File: config.mk
export PLATFORM = sky130hd
export DESIGN_NAME = epo_top
export DESIGN_NICKNAME = d
export VERILOG_FILES = /design/src/rtl/epo_pwm_core.v /design/src/rtl/epo_deadband.v /design/src/rtl/epo_top.v
export VERILOG_INCLUDE_DIRS = /design/src /design/src/include
export SDC_FILE = /design/constraint.sdc
export NUM_CORES = 1
export LEC_CHECK = 0
export BUFFER_PORTS_ARGS = -buffer_cell sky130_fd_sc_hd__buf_2
export CAP_MARGIN = 20
export CORE_MARGIN = 5
export CORE_UTILIZATION = 45
export DETAILED_ROUTE_END_ITERATION = 6
export GPL_TIMING_DRIVEN = 1
export PLACE_DENSITY_LB_ADDON = 0.12
export SYNTH_ARGS = -nofsm -noshare
export SYNTH_HDL_FRONTEND = slang
export SYNTH_SLANG_ARGS = --single-unit
File: constraint.sdc
create_clock -name clk -period 3.78 [get_ports clk]
set_input_delay 0.189 -clock clk [delete_from_list [all_inputs] [get_ports clk]]
set_output_delay 0.189 -clock clk [all_outputs]
set_load 0.05 [all_outputs]
File: src/include/epo_defines.vh
// register map, field positions, reset values and mode codes of the pwm output stage
// definitions only; included by every design file of the block
`ifndef EPO_DEFINES_VH
`define EPO_DEFINES_VH

// byte offsets on the register bus
`define EPO_OFS_CONTROL    8'h00
`define EPO_OFS_DUTY_HIGH  8'h04
`define EPO_OFS_PERIOD     8'h08
`define EPO_OFS_DEADBAND   8'h0C
`define EPO_OFS_STATUS     8'h10

// control register fields
`define EPO_CFG_HI         7
`define EPO_CFG_LO         6
`define EPO_DUTY_LO_HI     5
`define EPO_DUTY_LO_LO     4
`define EPO_MODE_HI        3
`define EPO_MODE_LO        0
`define EPO_POL_AC_BIT     1
`define EPO_POL_BD_BIT     0

// reset values
`define EPO_RST_CONTROL    8'h00
`define EPO_RST_DUTY_HIGH  8'h00
`define EPO_RST_PERIOD     8'hFF
`define EPO_RST_DEADBAND   7'h00

// mode and output configuration codes
`define EPO_MODE_OFF       4'h0
`define EPO_MODE_PWM_TOP   2'h3
`define EPO_CFG_SINGLE     2'h0
`define EPO_CFG_FWD        2'h1
`define EPO_CFG_HALF       2'h2
`define EPO_CFG_REV        2'h3

// bus answers
`define EPO_RESP_OKAY      2'h0
`define EPO_RESP_SLVERR    2'h2

`endif

File: src/rtl/epo_pwm_core.v
// period timer and ten-bit duty comparator producing the raw modulated waveform
// assumes the caller holds enable low whenever pwm operation is not selected
`timescale 1ns/1ps
`include "epo_defines.vh"

module epo_pwm_core #(
    parameter PERIOD_W = 8
) (
    // clock and reset
    input  wire                  clk,
    input  wire                  resetn,
    // control
    input  wire                  enable,
    input  wire [PERIOD_W-1:0]   period,
    input  wire [PERIOD_W+1:0]   duty,
    // waveform
    output reg                   raw,
    output reg                   period_start
);

    reg  [PERIOD_W+1:0] count;
    reg  [PERIOD_W+1:0] duty_live;
    wire                last = (count[PERIOD_W+1:2] == period) && (count[1:0] == 2'h3);

    // duty is buffered at the period boundary so a write never cuts a pulse short
    always @(posedge clk) begin
        if (!resetn || !enable) begin
            count        <= {(PERIOD_W+2){1'b0}};
            duty_live    <= {(PERIOD_W+2){1'b0}};
            raw          <= 1'b0;
            period_start <= 1'b0;
        end else begin
            period_start <= last;
            if (last) begin
                count     <= {(PERIOD_W+2){1'b0}};
                duty_live <= duty;
                raw       <= (duty != {(PERIOD_W+2){1'b0}});
            end else begin
                count <= count + {{(PERIOD_W+1){1'b0}}, 1'b1};
                raw   <= ((count + {{(PERIOD_W+1){1'b0}}, 1'b1}) < duty_live);
            end
        end
    end

endmodule

File: src/rtl/epo_deadband.v
// splits the raw waveform into a complementary pair with a dead gap on each edge
// assumes the raw input is registered in the same clock domain
`timescale 1ns/1ps
`include "epo_defines.vh"

module epo_deadband #(
    parameter DEAD_W = 7
) (
    // clock and reset
    input  wire              clk,
    input  wire              resetn,
    // control
    input  wire              enable,
    input  wire [DEAD_W-1:0] dead,
    // waveform
    input  wire              raw,
    output reg               mod_a,
    output reg               mod_b
);

    reg              raw_seen;
    reg [DEAD_W-1:0] gap;

    // both halves stay off while the gap runs, then the new side turns on
    always @(posedge clk) begin
        if (!resetn || !enable) begin
            raw_seen <= 1'b0;
            gap      <= {DEAD_W{1'b0}};
            mod_a    <= 1'b0;
            mod_b    <= 1'b0;
        end else if (raw != raw_seen) begin
            raw_seen <= raw;
            mod_a    <= 1'b0;
            mod_b    <= 1'b0;
            gap      <= dead;
        end else if (gap != {DEAD_W{1'b0}}) begin
            gap <= gap - {{(DEAD_W-1){1'b0}}, 1'b1};
        end else begin
            mod_a <= raw_seen;
            mod_b <= ~raw_seen;
        end
    end

endmodule

File: src/rtl/epo_top.v
// pwm output configuration stage with an axi4-lite register slave
// assumes compare logic outside supplies the pin-a level in compare mode;
// bus and pins are synchronous to clk
//
// Functional notes
// (RL1) output config ignored outside pwm operation
// (RL2) non-pwm: pin a capture/compare, b-d ports
// (RL3) pwm single: only pin a modulated
// (RL4) forward: d modulated, a active, b/c inactive
// (RL5) half bridge: a/b complementary with dead-band
// (RL6) reverse: b modulated, c active, a/d inactive
// (RL7) duty is ten bits: high register plus two
// (RL8) mode zero turns unit off and resets
// (RL9) low mode bits set a/c, b/d polarity
`timescale 1ns/1ps
`include "epo_defines.vh"

module epo_top #(
    parameter ADDR_W   = 8,
    parameter PERIOD_W = 8,
    parameter DEAD_W   = 7
) (
    // clock and reset
    input  wire              clk,
    input  wire              resetn,
    // axi4-lite write address
    input  wire [ADDR_W-1:0] s_axi_awaddr,
    input  wire [2:0]        s_axi_awprot,
    input  wire              s_axi_awvalid,
    output wire              s_axi_awready,
    // axi4-lite write data
    input  wire [31:0]       s_axi_wdata,
    input  wire [3:0]        s_axi_wstrb,
    input  wire              s_axi_wvalid,
    output wire              s_axi_wready,
    // axi4-lite write response
    output reg  [1:0]        s_axi_bresp,
    output reg               s_axi_bvalid,
    input  wire              s_axi_bready,
    // axi4-lite read address
    input  wire [ADDR_W-1:0] s_axi_araddr,
    input  wire [2:0]        s_axi_arprot,
    input  wire              s_axi_arvalid,
    output wire              s_axi_arready,
    // axi4-lite read data
    output reg  [31:0]       s_axi_rdata,
    output reg  [1:0]        s_axi_rresp,
    output reg               s_axi_rvalid,
    input  wire              s_axi_rready,
    // capture/compare side
    input  wire              compare_level,
    input  wire              compare_drive,
    output reg               capture_in,
    output reg               period_start,
    // output pins, enable low while driven
    input  wire              pwm_pin_a_in,
    output reg               pwm_pin_a_out,
    output reg               pwm_pin_a_oe_n,
    output reg               pwm_pin_b_out,
    output reg               pwm_pin_b_oe_n,
    output reg               pwm_pin_c_out,
    output reg               pwm_pin_c_oe_n,
    output reg               pwm_pin_d_out,
    output reg               pwm_pin_d_oe_n
);

    // register file
    reg [7:0]          capture_pwm_control;
    reg [PERIOD_W-1:0] duty_high_register;
    reg [PERIOD_W-1:0] period;
    reg [DEAD_W-1:0]   deadband;

    // control fields
    wire [1:0] output_config = capture_pwm_control[`EPO_CFG_HI:`EPO_CFG_LO];
    wire [1:0] duty_low_bits = capture_pwm_control[`EPO_DUTY_LO_HI:`EPO_DUTY_LO_LO];
    wire [3:0] mode_select   = capture_pwm_control[`EPO_MODE_HI:`EPO_MODE_LO];
    wire       unit_off      = (mode_select == `EPO_MODE_OFF);
    wire       pwm_mode      = (mode_select[3:2] == `EPO_MODE_PWM_TOP);
    wire       pol_ac_low    = mode_select[`EPO_POL_AC_BIT];
    wire       pol_bd_low    = mode_select[`EPO_POL_BD_BIT];

    // ten-bit duty built from the high register and the two low bits
    wire [PERIOD_W+1:0] duty_value = {duty_high_register, duty_low_bits}; // see (RL7)

    // waveform sources
    wire raw;
    wire raw_start;
    wire mod_a;
    wire mod_b;

    // timer and comparator are held cleared unless pwm is selected
    epo_pwm_core #(
        .PERIOD_W (PERIOD_W)
    ) u_core (
        .clk          (clk),
        .resetn       (resetn),
        .enable       (pwm_mode),
        .period       (period),
        .duty         (duty_value),
        .raw          (raw),
        .period_start (raw_start)
    );

    // complementary pair only matters in half-bridge, but runs in any pwm mode
    epo_deadband #(
        .DEAD_W (DEAD_W)
    ) u_dead (
        .clk    (clk),
        .resetn (resetn),
        .enable (pwm_mode),
        .dead   (deadband),
        .raw    (raw),
        .mod_a  (mod_a),
        .mod_b  (mod_b)
    );

    // axi write channel state
    reg              aw_held;
    reg              w_held;
    reg [ADDR_W-1:0] aw_addr;
    reg [31:0]       w_data;
    reg [3:0]        w_strb;

    assign s_axi_awready = ~aw_held & ~s_axi_bvalid;
    assign s_axi_wready  = ~w_held & ~s_axi_bvalid;
    assign s_axi_arready = ~s_axi_rvalid;

    wire do_write = aw_held & w_held & ~s_axi_bvalid;
    wire wr_hit   = (aw_addr == `EPO_OFS_CONTROL) || (aw_addr == `EPO_OFS_DUTY_HIGH) ||
                    (aw_addr == `EPO_OFS_PERIOD) || (aw_addr == `EPO_OFS_DEADBAND);

    // address and data are caught in either order; the write happens once both are in
    always @(posedge clk) begin
        if (!resetn) begin
            aw_held      <= 1'b0;
            w_held       <= 1'b0;
            aw_addr      <= {ADDR_W{1'b0}};
            w_data       <= 32'h0000_0000;
            w_strb       <= 4'h0;
            s_axi_bvalid <= 1'b0;
            s_axi_bresp  <= `EPO_RESP_OKAY;
        end else begin
            if (s_axi_awvalid && s_axi_awready) begin
                aw_held <= 1'b1;
                aw_addr <= s_axi_awaddr;
            end
            if (s_axi_wvalid && s_axi_wready) begin
                w_held <= 1'b1;
                w_data <= s_axi_wdata;
                w_strb <= s_axi_wstrb;
            end
            if (do_write) begin
                aw_held      <= 1'b0;
                w_held       <= 1'b0;
                s_axi_bvalid <= 1'b1;
                s_axi_bresp  <= wr_hit ? `EPO_RESP_OKAY : `EPO_RESP_SLVERR;
            end else if (s_axi_bvalid && s_axi_bready) begin
                s_axi_bvalid <= 1'b0;
            end
        end
    end

    // register writes; only byte lane 0 carries register bits
    always @(posedge clk) begin
        if (!resetn) begin
            capture_pwm_control <= `EPO_RST_CONTROL;
            duty_high_register  <= `EPO_RST_DUTY_HIGH;
            period              <= `EPO_RST_PERIOD;
            deadband            <= `EPO_RST_DEADBAND;
        end else if (do_write && w_strb[0]) begin
            if (aw_addr == `EPO_OFS_CONTROL) begin
                capture_pwm_control <= w_data[7:0];
            end else if (aw_addr == `EPO_OFS_DUTY_HIGH) begin
                duty_high_register <= w_data[PERIOD_W-1:0];
            end else if (aw_addr == `EPO_OFS_PERIOD) begin
                period <= w_data[PERIOD_W-1:0];
            end else if (aw_addr == `EPO_OFS_DEADBAND) begin
                deadband <= w_data[DEAD_W-1:0];
            end
        end
    end

    // read decode; status shows the live pin drive
    reg [31:0] rd_word;
    reg        rd_hit;

    always @* begin
        rd_word = 32'h0000_0000;
        rd_hit  = 1'b1;
        if (s_axi_araddr == `EPO_OFS_CONTROL) begin
            rd_word[7:0] = capture_pwm_control;
        end else if (s_axi_araddr == `EPO_OFS_DUTY_HIGH) begin
            rd_word[PERIOD_W-1:0] = duty_high_register;
        end else if (s_axi_araddr == `EPO_OFS_PERIOD) begin
            rd_word[PERIOD_W-1:0] = period;
        end else if (s_axi_araddr == `EPO_OFS_DEADBAND) begin
            rd_word[DEAD_W-1:0] = deadband;
        end else if (s_axi_araddr == `EPO_OFS_STATUS) begin
            rd_word[3:0] = {pwm_pin_d_out, pwm_pin_c_out, pwm_pin_b_out, pwm_pin_a_out};
            rd_word[7:4] = {pwm_pin_d_oe_n, pwm_pin_c_oe_n, pwm_pin_b_oe_n, pwm_pin_a_oe_n};
            rd_word[8]   = raw;
            rd_word[9]   = pwm_mode;
        end else begin
            rd_hit = 1'b0;
        end
    end

    // read answer registered on the same edge that takes the address
    always @(posedge clk) begin
        if (!resetn) begin
            s_axi_rvalid <= 1'b0;
            s_axi_rdata  <= 32'h0000_0000;
            s_axi_rresp  <= `EPO_RESP_OKAY;
        end else if (s_axi_arvalid && s_axi_arready) begin
            s_axi_rvalid <= 1'b1;
            s_axi_rdata  <= rd_word;
            s_axi_rresp  <= rd_hit ? `EPO_RESP_OKAY : `EPO_RESP_SLVERR;
        end else if (s_axi_rvalid && s_axi_rready) begin
            s_axi_rvalid <= 1'b0;
        end
    end

    // pin routing; active level of a pin is 1 unless its pair is set active-low
    reg next_a_out;
    reg next_a_oe_n;
    reg next_b_out;
    reg next_b_oe_n;
    reg next_c_out;
    reg next_c_oe_n;
    reg next_d_out;
    reg next_d_oe_n;

    always @* begin
        next_a_out  = 1'b0;
        next_a_oe_n = 1'b1;
        next_b_out  = 1'b0;
        next_b_oe_n = 1'b1;
        next_c_out  = 1'b0;
        next_c_oe_n = 1'b1;
        next_d_out  = 1'b0;
        next_d_oe_n = 1'b1;
        if (unit_off) begin
            // everything released, as after reset
            next_a_oe_n = 1'b1; // see (RL8)
        end else if (!pwm_mode) begin
            // compare logic owns pin a; output config not looked at
            next_a_out  = compare_level; // see (RL1) see (RL2)
            next_a_oe_n = ~compare_drive;
        end else begin
            case (output_config)
                `EPO_CFG_SINGLE: begin
                    next_a_out  = raw ^ pol_ac_low; // see (RL3) see (RL9)
                    next_a_oe_n = 1'b0;
                end
                `EPO_CFG_FWD: begin
                    next_d_out  = raw ^ pol_bd_low; // see (RL4) see (RL9)
                    next_a_out  = ~pol_ac_low;
                    next_b_out  = pol_bd_low;
                    next_c_out  = pol_ac_low;
                    next_a_oe_n = 1'b0;
                    next_b_oe_n = 1'b0;
                    next_c_oe_n = 1'b0;
                    next_d_oe_n = 1'b0;
                end
                `EPO_CFG_HALF: begin
                    next_a_out  = mod_a ^ pol_ac_low; // see (RL5) see (RL9)
                    next_b_out  = mod_b ^ pol_bd_low;
                    next_a_oe_n = 1'b0;
                    next_b_oe_n = 1'b0;
                end
                default: begin
                    next_b_out  = raw ^ pol_bd_low; // see (RL6) see (RL9)
                    next_c_out  = ~pol_ac_low;
                    next_a_out  = pol_ac_low;
                    next_d_out  = pol_bd_low;
                    next_a_oe_n = 1'b0;
                    next_b_oe_n = 1'b0;
                    next_c_oe_n = 1'b0;
                    next_d_oe_n = 1'b0;
                end
            endcase
        end
    end

    // pins registered so no decode glitch reaches a power stage
    always @(posedge clk) begin
        if (!resetn) begin
            pwm_pin_a_out  <= 1'b0;
            pwm_pin_a_oe_n <= 1'b1;
            pwm_pin_b_out  <= 1'b0;
            pwm_pin_b_oe_n <= 1'b1;
            pwm_pin_c_out  <= 1'b0;
            pwm_pin_c_oe_n <= 1'b1;
            pwm_pin_d_out  <= 1'b0;
            pwm_pin_d_oe_n <= 1'b1;
            capture_in     <= 1'b0;
            period_start   <= 1'b0;
        end else begin
            pwm_pin_a_out  <= next_a_out;
            pwm_pin_a_oe_n <= next_a_oe_n;
            pwm_pin_b_out  <= next_b_out;
            pwm_pin_b_oe_n <= next_b_oe_n;
            pwm_pin_c_out  <= next_c_out;
            pwm_pin_c_oe_n <= next_c_oe_n;
            pwm_pin_d_out  <= next_d_out;
            pwm_pin_d_oe_n <= next_d_oe_n;
            // capture sees pin a only in capture/compare operation
            capture_in     <= pwm_pin_a_in & ~unit_off & ~pwm_mode; // see (RL2)
            period_start   <= raw_start;
        end
    end

endmodule

==> Word-level counts from Yosys, hierarchy flattened <==
Cells that the tools add are included.
{ "word_totals": {"reg_bits": 107, "in_bits": 68, "out_inout_bits": 51, "elab_cells": 133} }
{ "op_classes": {"add_sub_neg": 2, "n_lt_le_gt_ge": 1, "n_eq_ne": 13, "muxes": 31, "n_bitwise": 23, "reduce_logical": 32} }
{ "op_table": {"columns": ["operator", "count"], "rows": [
  ["8-bit by 4-bit equality test with 1-bit output (second input constant)", 4],
  ["8-bit 2-to-1 mux", 3],
  ["7-bit 2-to-1 mux", 3],
  ["8-bit by 3-bit equality test with 1-bit output (second input constant)", 2],
  ["8-bit logical NOT", 2],
  ["1-bit 2-to-1 mux", 14],
  ["1-bit inverter", 13],
  ["10-bit by 1-bit adder with 10-bit output (second input constant)", 1],
  ["10-bit less-than comparator", 1],
  ["10-bit 2-to-1 mux", 1],
  ["2-bit 2-to-1 mux", 5],
  ["10-bit nonzero test", 1],
  ["2-bit OR reduction", 5],
  ["8-bit by 5-bit equality test with 1-bit output (second input constant)", 1],
  ["8-bit equality test", 1],
  ["1-bit logical AND", 7],
  ["7-bit nonzero test", 1],
  ["7-bit by 1-bit subtractor with 7-bit output (second input constant)", 1],
  ["1-bit bitwise AND", 6],
  ["2-bit equality test (second input constant)", 3],
  ["1-bit one-hot mux with 3 select lines", 2],
  ["2-bit nonzero test", 3],
  ["5-bit AND reduction", 1],
  ["4-bit logical NOT", 1],
  ["12 further kinds", 20]
]} }

==> Logic depth before layout (Yosys ltp) <==
Gate-level depths: netlist of run 1.
{ "logic_depth": {"word_depth": 7, "ltp_mapped": 9, "ltp_nobuf": 9} }

==> By module <==
A second synthesis of run 1 with hierarchy kept.
{ "hier_totals": {"cells_unflattened": 544, "area_unflattened_um2": 5094.9} }
{ "modules_own_cells": {"columns": ["module", "instances", "cells_per_inst", "area_each_um2", "seq_area_each_um2"], "rows": [
  ["epo_top", 1, 359, 3354.5, 1461.4],
  ["epo_pwm_core", 1, 120, 1193.6, 440.4],
  ["epo_deadband", 1, 65, 546.8, 200.2]
]} }

==> Least setup slack after synthesis of run 1 <==
Ideal clock, no wire load.
{ "synth_path": {"kind": "register to register", "start": "reg u_core.count[2]", "end": "reg u_core.raw", "setup_time_ns": 0.059, "arrival_ns": 2.033, "required_time_ns": 3.721, "path_slack_ns": 1.688, "path_stages_with_launch": 10, "n_path_buf": 1, "synth_period_minus_slack_ns": 2.092, "path_cell_list": "dfxtp_1 clkbuf_1 nand3_1 nor3_1 xor2_1 ha_1 o211ai_1 nor4_1 a2111oi_0 o211a_1"} }
{ "synth_between": {"elab_chain_len": 3, "word_cells_on_any_way": 5, "classes_between": "add/sub (1); order compare (1); eq/ne (1); mux (1); reduce/logical (1)"} }
{ "synth_rtl": {"columns": ["element", "line", "text"], "rows": [
  ["from (decl)", "epo_pwm_core.v:21", "reg [PERIOD_W+1:0] count;"],
  ["from (signal assigned)", "epo_pwm_core.v:28", "count <= {(PERIOD_W+2){1'b0}};"],
  ["from (signal assigned)", "epo_pwm_core.v:35", "count <= {(PERIOD_W+2){1'b0}};"],
  ["from (signal assigned)", "epo_pwm_core.v:39", "count <= count + {{(PERIOD_W+1){1'b0}}, 1'b1};"],
  ["10-bit by 1-bit adder with 10-bit output / 8-bit equality test (equally long branches)", "epo_pwm_core.v:40, epo_pwm_core.v:23", null],
  ["10-bit less-than comparator / 1-bit logical AND (equally long branches)", "epo_pwm_core.v:40, epo_pwm_core.v:23", null],
  ["1-bit 2-to-1 mux (*)", "epo_pwm_core.v:34", "if (last) begin"],
  ["to (signal assigned)", "epo_pwm_core.v:37", "raw <= (duty != {(PERIOD_W+2){1'b0}});"],
  ["to (signal assigned)", "epo_pwm_core.v:40", "raw <= ((count + {{(PERIOD_W+1){1'b0}}, 1'b1}) < duty_live);"],
  ["to (decl)", "epo_pwm_core.v:17", "output reg raw,"]
]} }
Every way passes the cells marked *; elsewhere a longest branch is shown, timed or not.
A chain may end at the register's enable or synchronous reset.

==> Worst setup path in the final report of run 1 <==
Ends and elaborated chain as after synthesis.

==> impl_metrics.toml, run 1 <==
[run_status]
outcome = "complete, no violations"

[sta]
setup_viol = 0
fmax_mhz = 401
clock_skew_ns = 0.00947
final-hold-violation-count = 0
period_needed_ns = 2.50
setup_tns_ns = 0
finalCritPeriodShare_pct = 66.0
slew_violations = 0
tightest_slew_ns = 1.05
grt_setup_unrepaired = "no"
relSlewSlack_pct = 29.6

[clock_tree]
clock_path_buffers = 2
root_buffer = "clkbuf_8"
cts_buffers = 9
path_clk_slew_ns = 0.11
post_cts_resized = 0
postCtsSetupRepairBufs = 0
cts_max_level = 3
clk_latency_ns = 0.37
cts_tree = "yes"
cts_hold_buf = 0
clock_sinks = 105

[logic_synthesis]
syn_area_mm2 = 0.00499
ys.flop_type = "dfxtp_1"
netlist_top_cells_area = "dfxtp_1 (42%), nand2_1 (5.4%), nand3_1 (4.5%)"
syn_area_per_cell_um2 = 8.50
synth_edf_count = 0
async_flop_share_pct = 0
synth-seq-area-share_pct = 42.1
synth_top_area_share_pct = 42.1
ys_warn_count = 0
ys_seq_elements = 105
yosysUniqueCellTypes = 58
synth_area_leader_cell = "dfxtp_1"
syn_inst = 587

[hold_path]
worstHoldEndpoint = "s_axi_rvalid"
worstHoldPathType = "in2reg"
hp-start = "s_axi_rready"
hold_depth = 2

[pwr]
leakagePower_nw = 2.16
power_density_mw_per_mm2 = 380
irDropWorstVdd_mv = 0.206
power_mw = 2.05

[floorplanning]
fp.coreArea_mm2 = 0.0108
num_io_pins = 119
start_util_pct = 46.0
die_x_um = 115
dieArea_mm2 = 0.0133
die_h_um = 115
fp-row-count = 38

[global_routing]
grt_max_degree = 34
antenna_found_initial = 0
gr-total-overflow = 0
first_global_vias = 3772
grt_usage_pct = 18.1
grt_pass1_wl_um = 19000

[detailed_routing]
drt-wirelength-per-cell_um = 15.7
vias = 4093
wl_um = 12100
vias_per_cell = 5.34
wl_met1_um = 5590
dr_wl_met2_um = 5580
wl_met3_um = 689
drt_iter0_drc = 164
ant_nets = 0
drc = 0
top_layer_used = "met4"
drt_pre_antenna_iters = 6

[worst_setup_path]
critPathLaunchType = "flop"
reg2reg_depth = 7
cp.arrival_ns = 2.80
endpoint_kind = "flop"
required_ns = 4.09
worst_r2r_endpoint = "u_core.raw"
worst-setup-path-type = "reg2reg"
path_max_fanout = 6
r2r-start = "u_core.count[2]"
reg2reg_slack_ns = 1.28

[cells_and_area]
drive_above_1_share_pct = 16.0
antenna_cells = 0
syn_to_final_growth_pct = 8.30
nNetsFinal = 700
n_fill_cell = 1093

[placement]
place.gp.congestion = 0.848
io_buffers = 61
place_hpwl_um = 9070

[flow_run]
drv_cap = 0
## routing by layer
metal | track usage [%] | up-vias
li1 | - | 2071
met1 | 24.7 | 1875
met2 | 29.0 | 130
met3 | 3.21 | 17
met4 | 5.63 | 0
met5 | 0 | -
## kinds of logic (layout without fill, tap and decap cells)
logic type / Yosys count / after routing / share of synthesized area, %
AND/OR/NAND/NOR: 232 / 232 / 23.3
AO/OA/AOI/OAI: 116 / 116 / 15.3
flip-flops: 105 / 105 / 42.1
buffers and inverters: 81 / 97 / 8.70
XOR/XNOR: 21 / 21 / 3.69
multiplexers: 20 / 20 / 4.01
adder cells (fa/ha/maj): 11 / 11 / 2.76
other: 1 / 24 / 0.0751
## stage by stage
stage               setup WS [ns]  hold WS, ns  cells  utilization (%)  instance area [um^2]
finish                       1.28       0.0190    766             49.9                  5410
global route                 1.11      0.00625    766             49.9                  5410
CTS                          1.29      0.00544    766             49.9                  5410
detailed placement           1.31        0.418    750             48.0                  5210
global placement             1.43        0.383    750             48.0                  5210
floorplan                    1.69        0.289    610                -                  5080
## cells in the mapped netlist (all sizes together), types with 5 or more instances
master,instances
nor2b,15
nor3,9
and3,9
o221ai,5
a211oi,6
nor4,7
dfxtp,105
and2,6
nand4,8
a21oi,34
buf,39
inv,18
nor2,44
mux2i,20
clkbuf,24
nand2,73
ha,11
o31ai,9
xnor2,14
nand3,47
nand2b,5
xor2,7
o21ai,33
## worst max-delay path by stage
stage / from / end / slack, ns
floorplan: u_core.count[2] / u_core.raw / 1.69
global placement: u_core.count[2] / u_core.raw / 1.43
detailed placement: u_core.count[2] / u_core.raw / 1.31
CTS: u_core.count[2] / u_core.raw / 1.29
global route: u_core.count[0] / u_core.raw / 1.11
finish: u_core.count[2] / u_core.raw / 1.28
## power breakdown
| group | switching (mW) | internal [mW] | leakage, nW | total (mW) |
|---|---|---|---|---|
| clock | 0.416 | 0.274 | 0.0982 | 0.690 |
| combinational | 0.165 | 0.0535 | 1.21 | 0.219 |
| sequential | 0.0186 | 1.13 | 0.851 | 1.14 |
## critical path, cell delays in order (launching register included)
cell	delay [ns]
dfxtp_1	0.49
nand3_1	0.25
xnor2_1	0.21
ha_1	0.21
a2111oi_0	0.47
nor4_1	0.11
a2111oi_0	0.51
o211a_1	0.20
## placed cells by master (no fill, tap or decap), drive strengths merged, types with 20 or more instances in the layout
cell / synthesis / routed
nand2: 73 / 73
nand3: 47 / 47
o21ai: 33 / 33
mux2i: 20 / 20
conb: 1 / 24
buf: 39 / 63
dfxtp: 105 / 105
nor2: 44 / 44
a21oi: 34 / 34
inv: 18 / 21
## state kept, by name, summed over array words and instances (netlist names), 8 cells and up
signal	cells
period	8
w_data	8
capture_pwm_control	8
u_core.duty_live	10
u_core.count	10
s_axi_rdata	10
aw_addr	8
duty_high_register	8
## layout make-up
type / count / area [um^2] / area share (%)
Timing Repair Buffer: 63 / 320 / 5.93
Clock buffer: 10 / 138 / 2.55
Multi-Input combinational cell: 424 / 2540 / 47.0
Sequential cell: 105 / 2100 / 38.9
Inverter: 18 / 67.6 / 1.25
Tap cell: 140 / 175 / 3.24
Clock inverter: 6 / 61.3 / 1.13
Power figures use the tool's default switching activity.
==> run 2, diff against run 1 <==
clock period = 2.4 ns   (was 3.78 ns; I/O delays follow)
==> run 2 against run 1 <==
Largest cell class unchanged. Largest power group unchanged. Clock-buffer cell count is 1 higher. First-iteration DRC count is 55% higher. Combinational power is 69% higher. Critical endpoint unchanged. Highest routed layer unchanged. Utilization is 2.5 points higher.
==> impl_metrics.toml, run 2 (same netlist as run 1, synthesis figures left out) <==
[detailed_routing]
ant_nets = 0
wl_um = 12100
vias_per_cell = 5.28
drt-wirelength-per-cell_um = 15.3
drt_iter0_drc = 254
vias = 4193
drc = 0
drt_pre_antenna_iters = 5

[worst_setup_path]
crit_path_cell_trace = "nand4_1 -> nor2_1 -> xor2_1 -> ha_1 -> o211ai_1 -> nor4_1 -> a2111oi_1 -> o211a_1"
path_max_fanout = 5
cp.buffers_inverters = 0
cpLargestDelayFamily = "compound AO/OA/AOI/OAI gates"
required_ns = 2.72
endpoint_kind = "flop"
worst-setup-path-type = "reg2reg"
cp_slowest_stage_delay_ns = 0.45
cp.arrival_ns = 2.54
critPathLaunchType = "flop"
slowest_stage = "dfxtp_1"

[clock_tree]
cts_tree = "yes"
path_clk_slew_ns = 0.10
clock_path_buffers = 2
clk_latency_ns = 0.38
cts_buffers = 9
cts_max_level = 3
clock_sinks = 105
root_buffer = "clkbuf_8"

[global_routing]
gr-total-overflow = 0
first_global_vias = 3938
antenna_found_initial = 0
grt_pass1_wl_um = 19800
grt_max_degree = 49
grt_usage_pct = 18.8

[placement]
placed_cells = 758
placed_cell_area_mm2 = 0.00527
place.gp.congestion = 0.840
io_buffers = 61
place_hpwl_um = 9170

[cells_and_area]
final_cells = 794
final_util_pct = 52.3
final_area_mm2 = 0.00567
final_common_cell = "dfxtp_1"
syn_to_final_growth_pct = 13.6
nNetsFinal = 728
layout_common_cells = "dfxtp_1 (104), nand2_1 (72), buf_2 (61)"
largestRegisters = "s_axi_rdata x10, u_core.count x10, u_core.duty_live x10"
antenna_cells = 0
drive_above_1_share_pct = 17.0

[sta]
grt_setup_unrepaired = "no"
finalCritPeriodShare_pct = 92.2
tightest_slew_ns = 0.663
relSlewSlack_pct = 55.4
period_needed_ns = 2.21
clock_skew_ns = 0.0143
final-hold-violation-count = 0
fin_hold_ws_ns = 0.0319
setup_tns_ns = 0
fmax_mhz = 452
slew_violations = 0
setup_viol = 0

[hold_path]
worstHoldPathType = "in2reg"

[pwr]
leakagePower_nw = 2.29
power_density_mw_per_mm2 = 569
irDropWorstVdd_mv = 0.428

[floorplanning]
die_h_um = 115
die_x_um = 115
fp-row-count = 38
fp.coreArea_mm2 = 0.0108
dieArea_mm2 = 0.0133
num_io_pins = 119
start_util_pct = 46.0

[flow_run]
drv_cap = 0

[run_status]
outcome = "complete, no violations"
run 2: changes by cell type in the layout (fill, tap and decap cells not counted), sizes merged:
cell         delta
buf             +9
clkinvlp        -1
dlygate4sd3    +19
clkbuf          +1
run 2: metrics by stage:
| step | setup WS (ns) | power [mW] |
|---|---|---|
| 2_1_floorplan | 0.309 | 2.14 |
| 3_3_place_gp | 0.162 | 2.19 |
| 3_5_place_dp | 0.101 | 2.19 |
| 4_1_cts | 0.0828 | 3.26 |
| 5_1_grt | 0.00262 | 3.35 |
| 6_report | 0.188 | 3.23 |
run 2: path summary, 6_finish.rpt:
| kind | end | from | cells after the start | slack (ns) |
|---|---|---|---|---|
| max | u_core.raw | u_core.count[4] | 8 | 0.19 |
| min | s_axi_rvalid | s_axi_arvalid | 3 | 0.03 |
| max reg2reg | u_core.raw | u_core.count[4] | 8 | 0.19 |
| min reg2reg | period_start | u_core.period_start | 1 | 0.45 |
run 2: cell type report:
type	count	area [um^2]
well taps	140	175
multi-input cells	424	2560
clock buffers	11	141
flip-flops and latches	105	2100
fillers	1033	5170
inverters	18	67.6
clock inverters	5	46.3
repair buffers	91	578
run 2: layer usage:
layer	track usage [%]	share of wire, %	vias to the layer above	wire [um]
li1	-	-	2123	-
met1	24.8	46	1958	5540
met2	32.1	49	102	5910
met3	3.26	4.5	10	540
met4	4.69	1.1	0	130
met5	0	0	-	0
run 2: what timing repair did:
item,CTS,global route
buffers inserted,0,1
hold endpoints to repair,19,0
hold buffers,19,0
setup endpoints to repair,0,1
resized for setup,0,5
run 2: worst register-to-register path: stages (launching register included):
cell	delay (ns)
dfxtp_1	0.45
nand4_1	0.18
nor2_1	0.17
xor2_1	0.24
ha_1	0.28
o211ai_1	0.20
nor4_1	0.09
a2111oi_1	0.38
o211a_1	0.17
run 2: where the power goes:
| part | leakage [nW] | switching, mW | internal, mW | total, mW |
|---|---|---|---|---|
| Combinational | 1.34 | 0.263 | 0.107 | 0.370 |
| Clock | 0.0964 | 0.631 | 0.425 | 1.06 |
| Sequential | 0.851 | 0.0299 | 1.77 | 1.80 |
| Total | 2.29 | 0.924 | 2.31 | 3.23 |
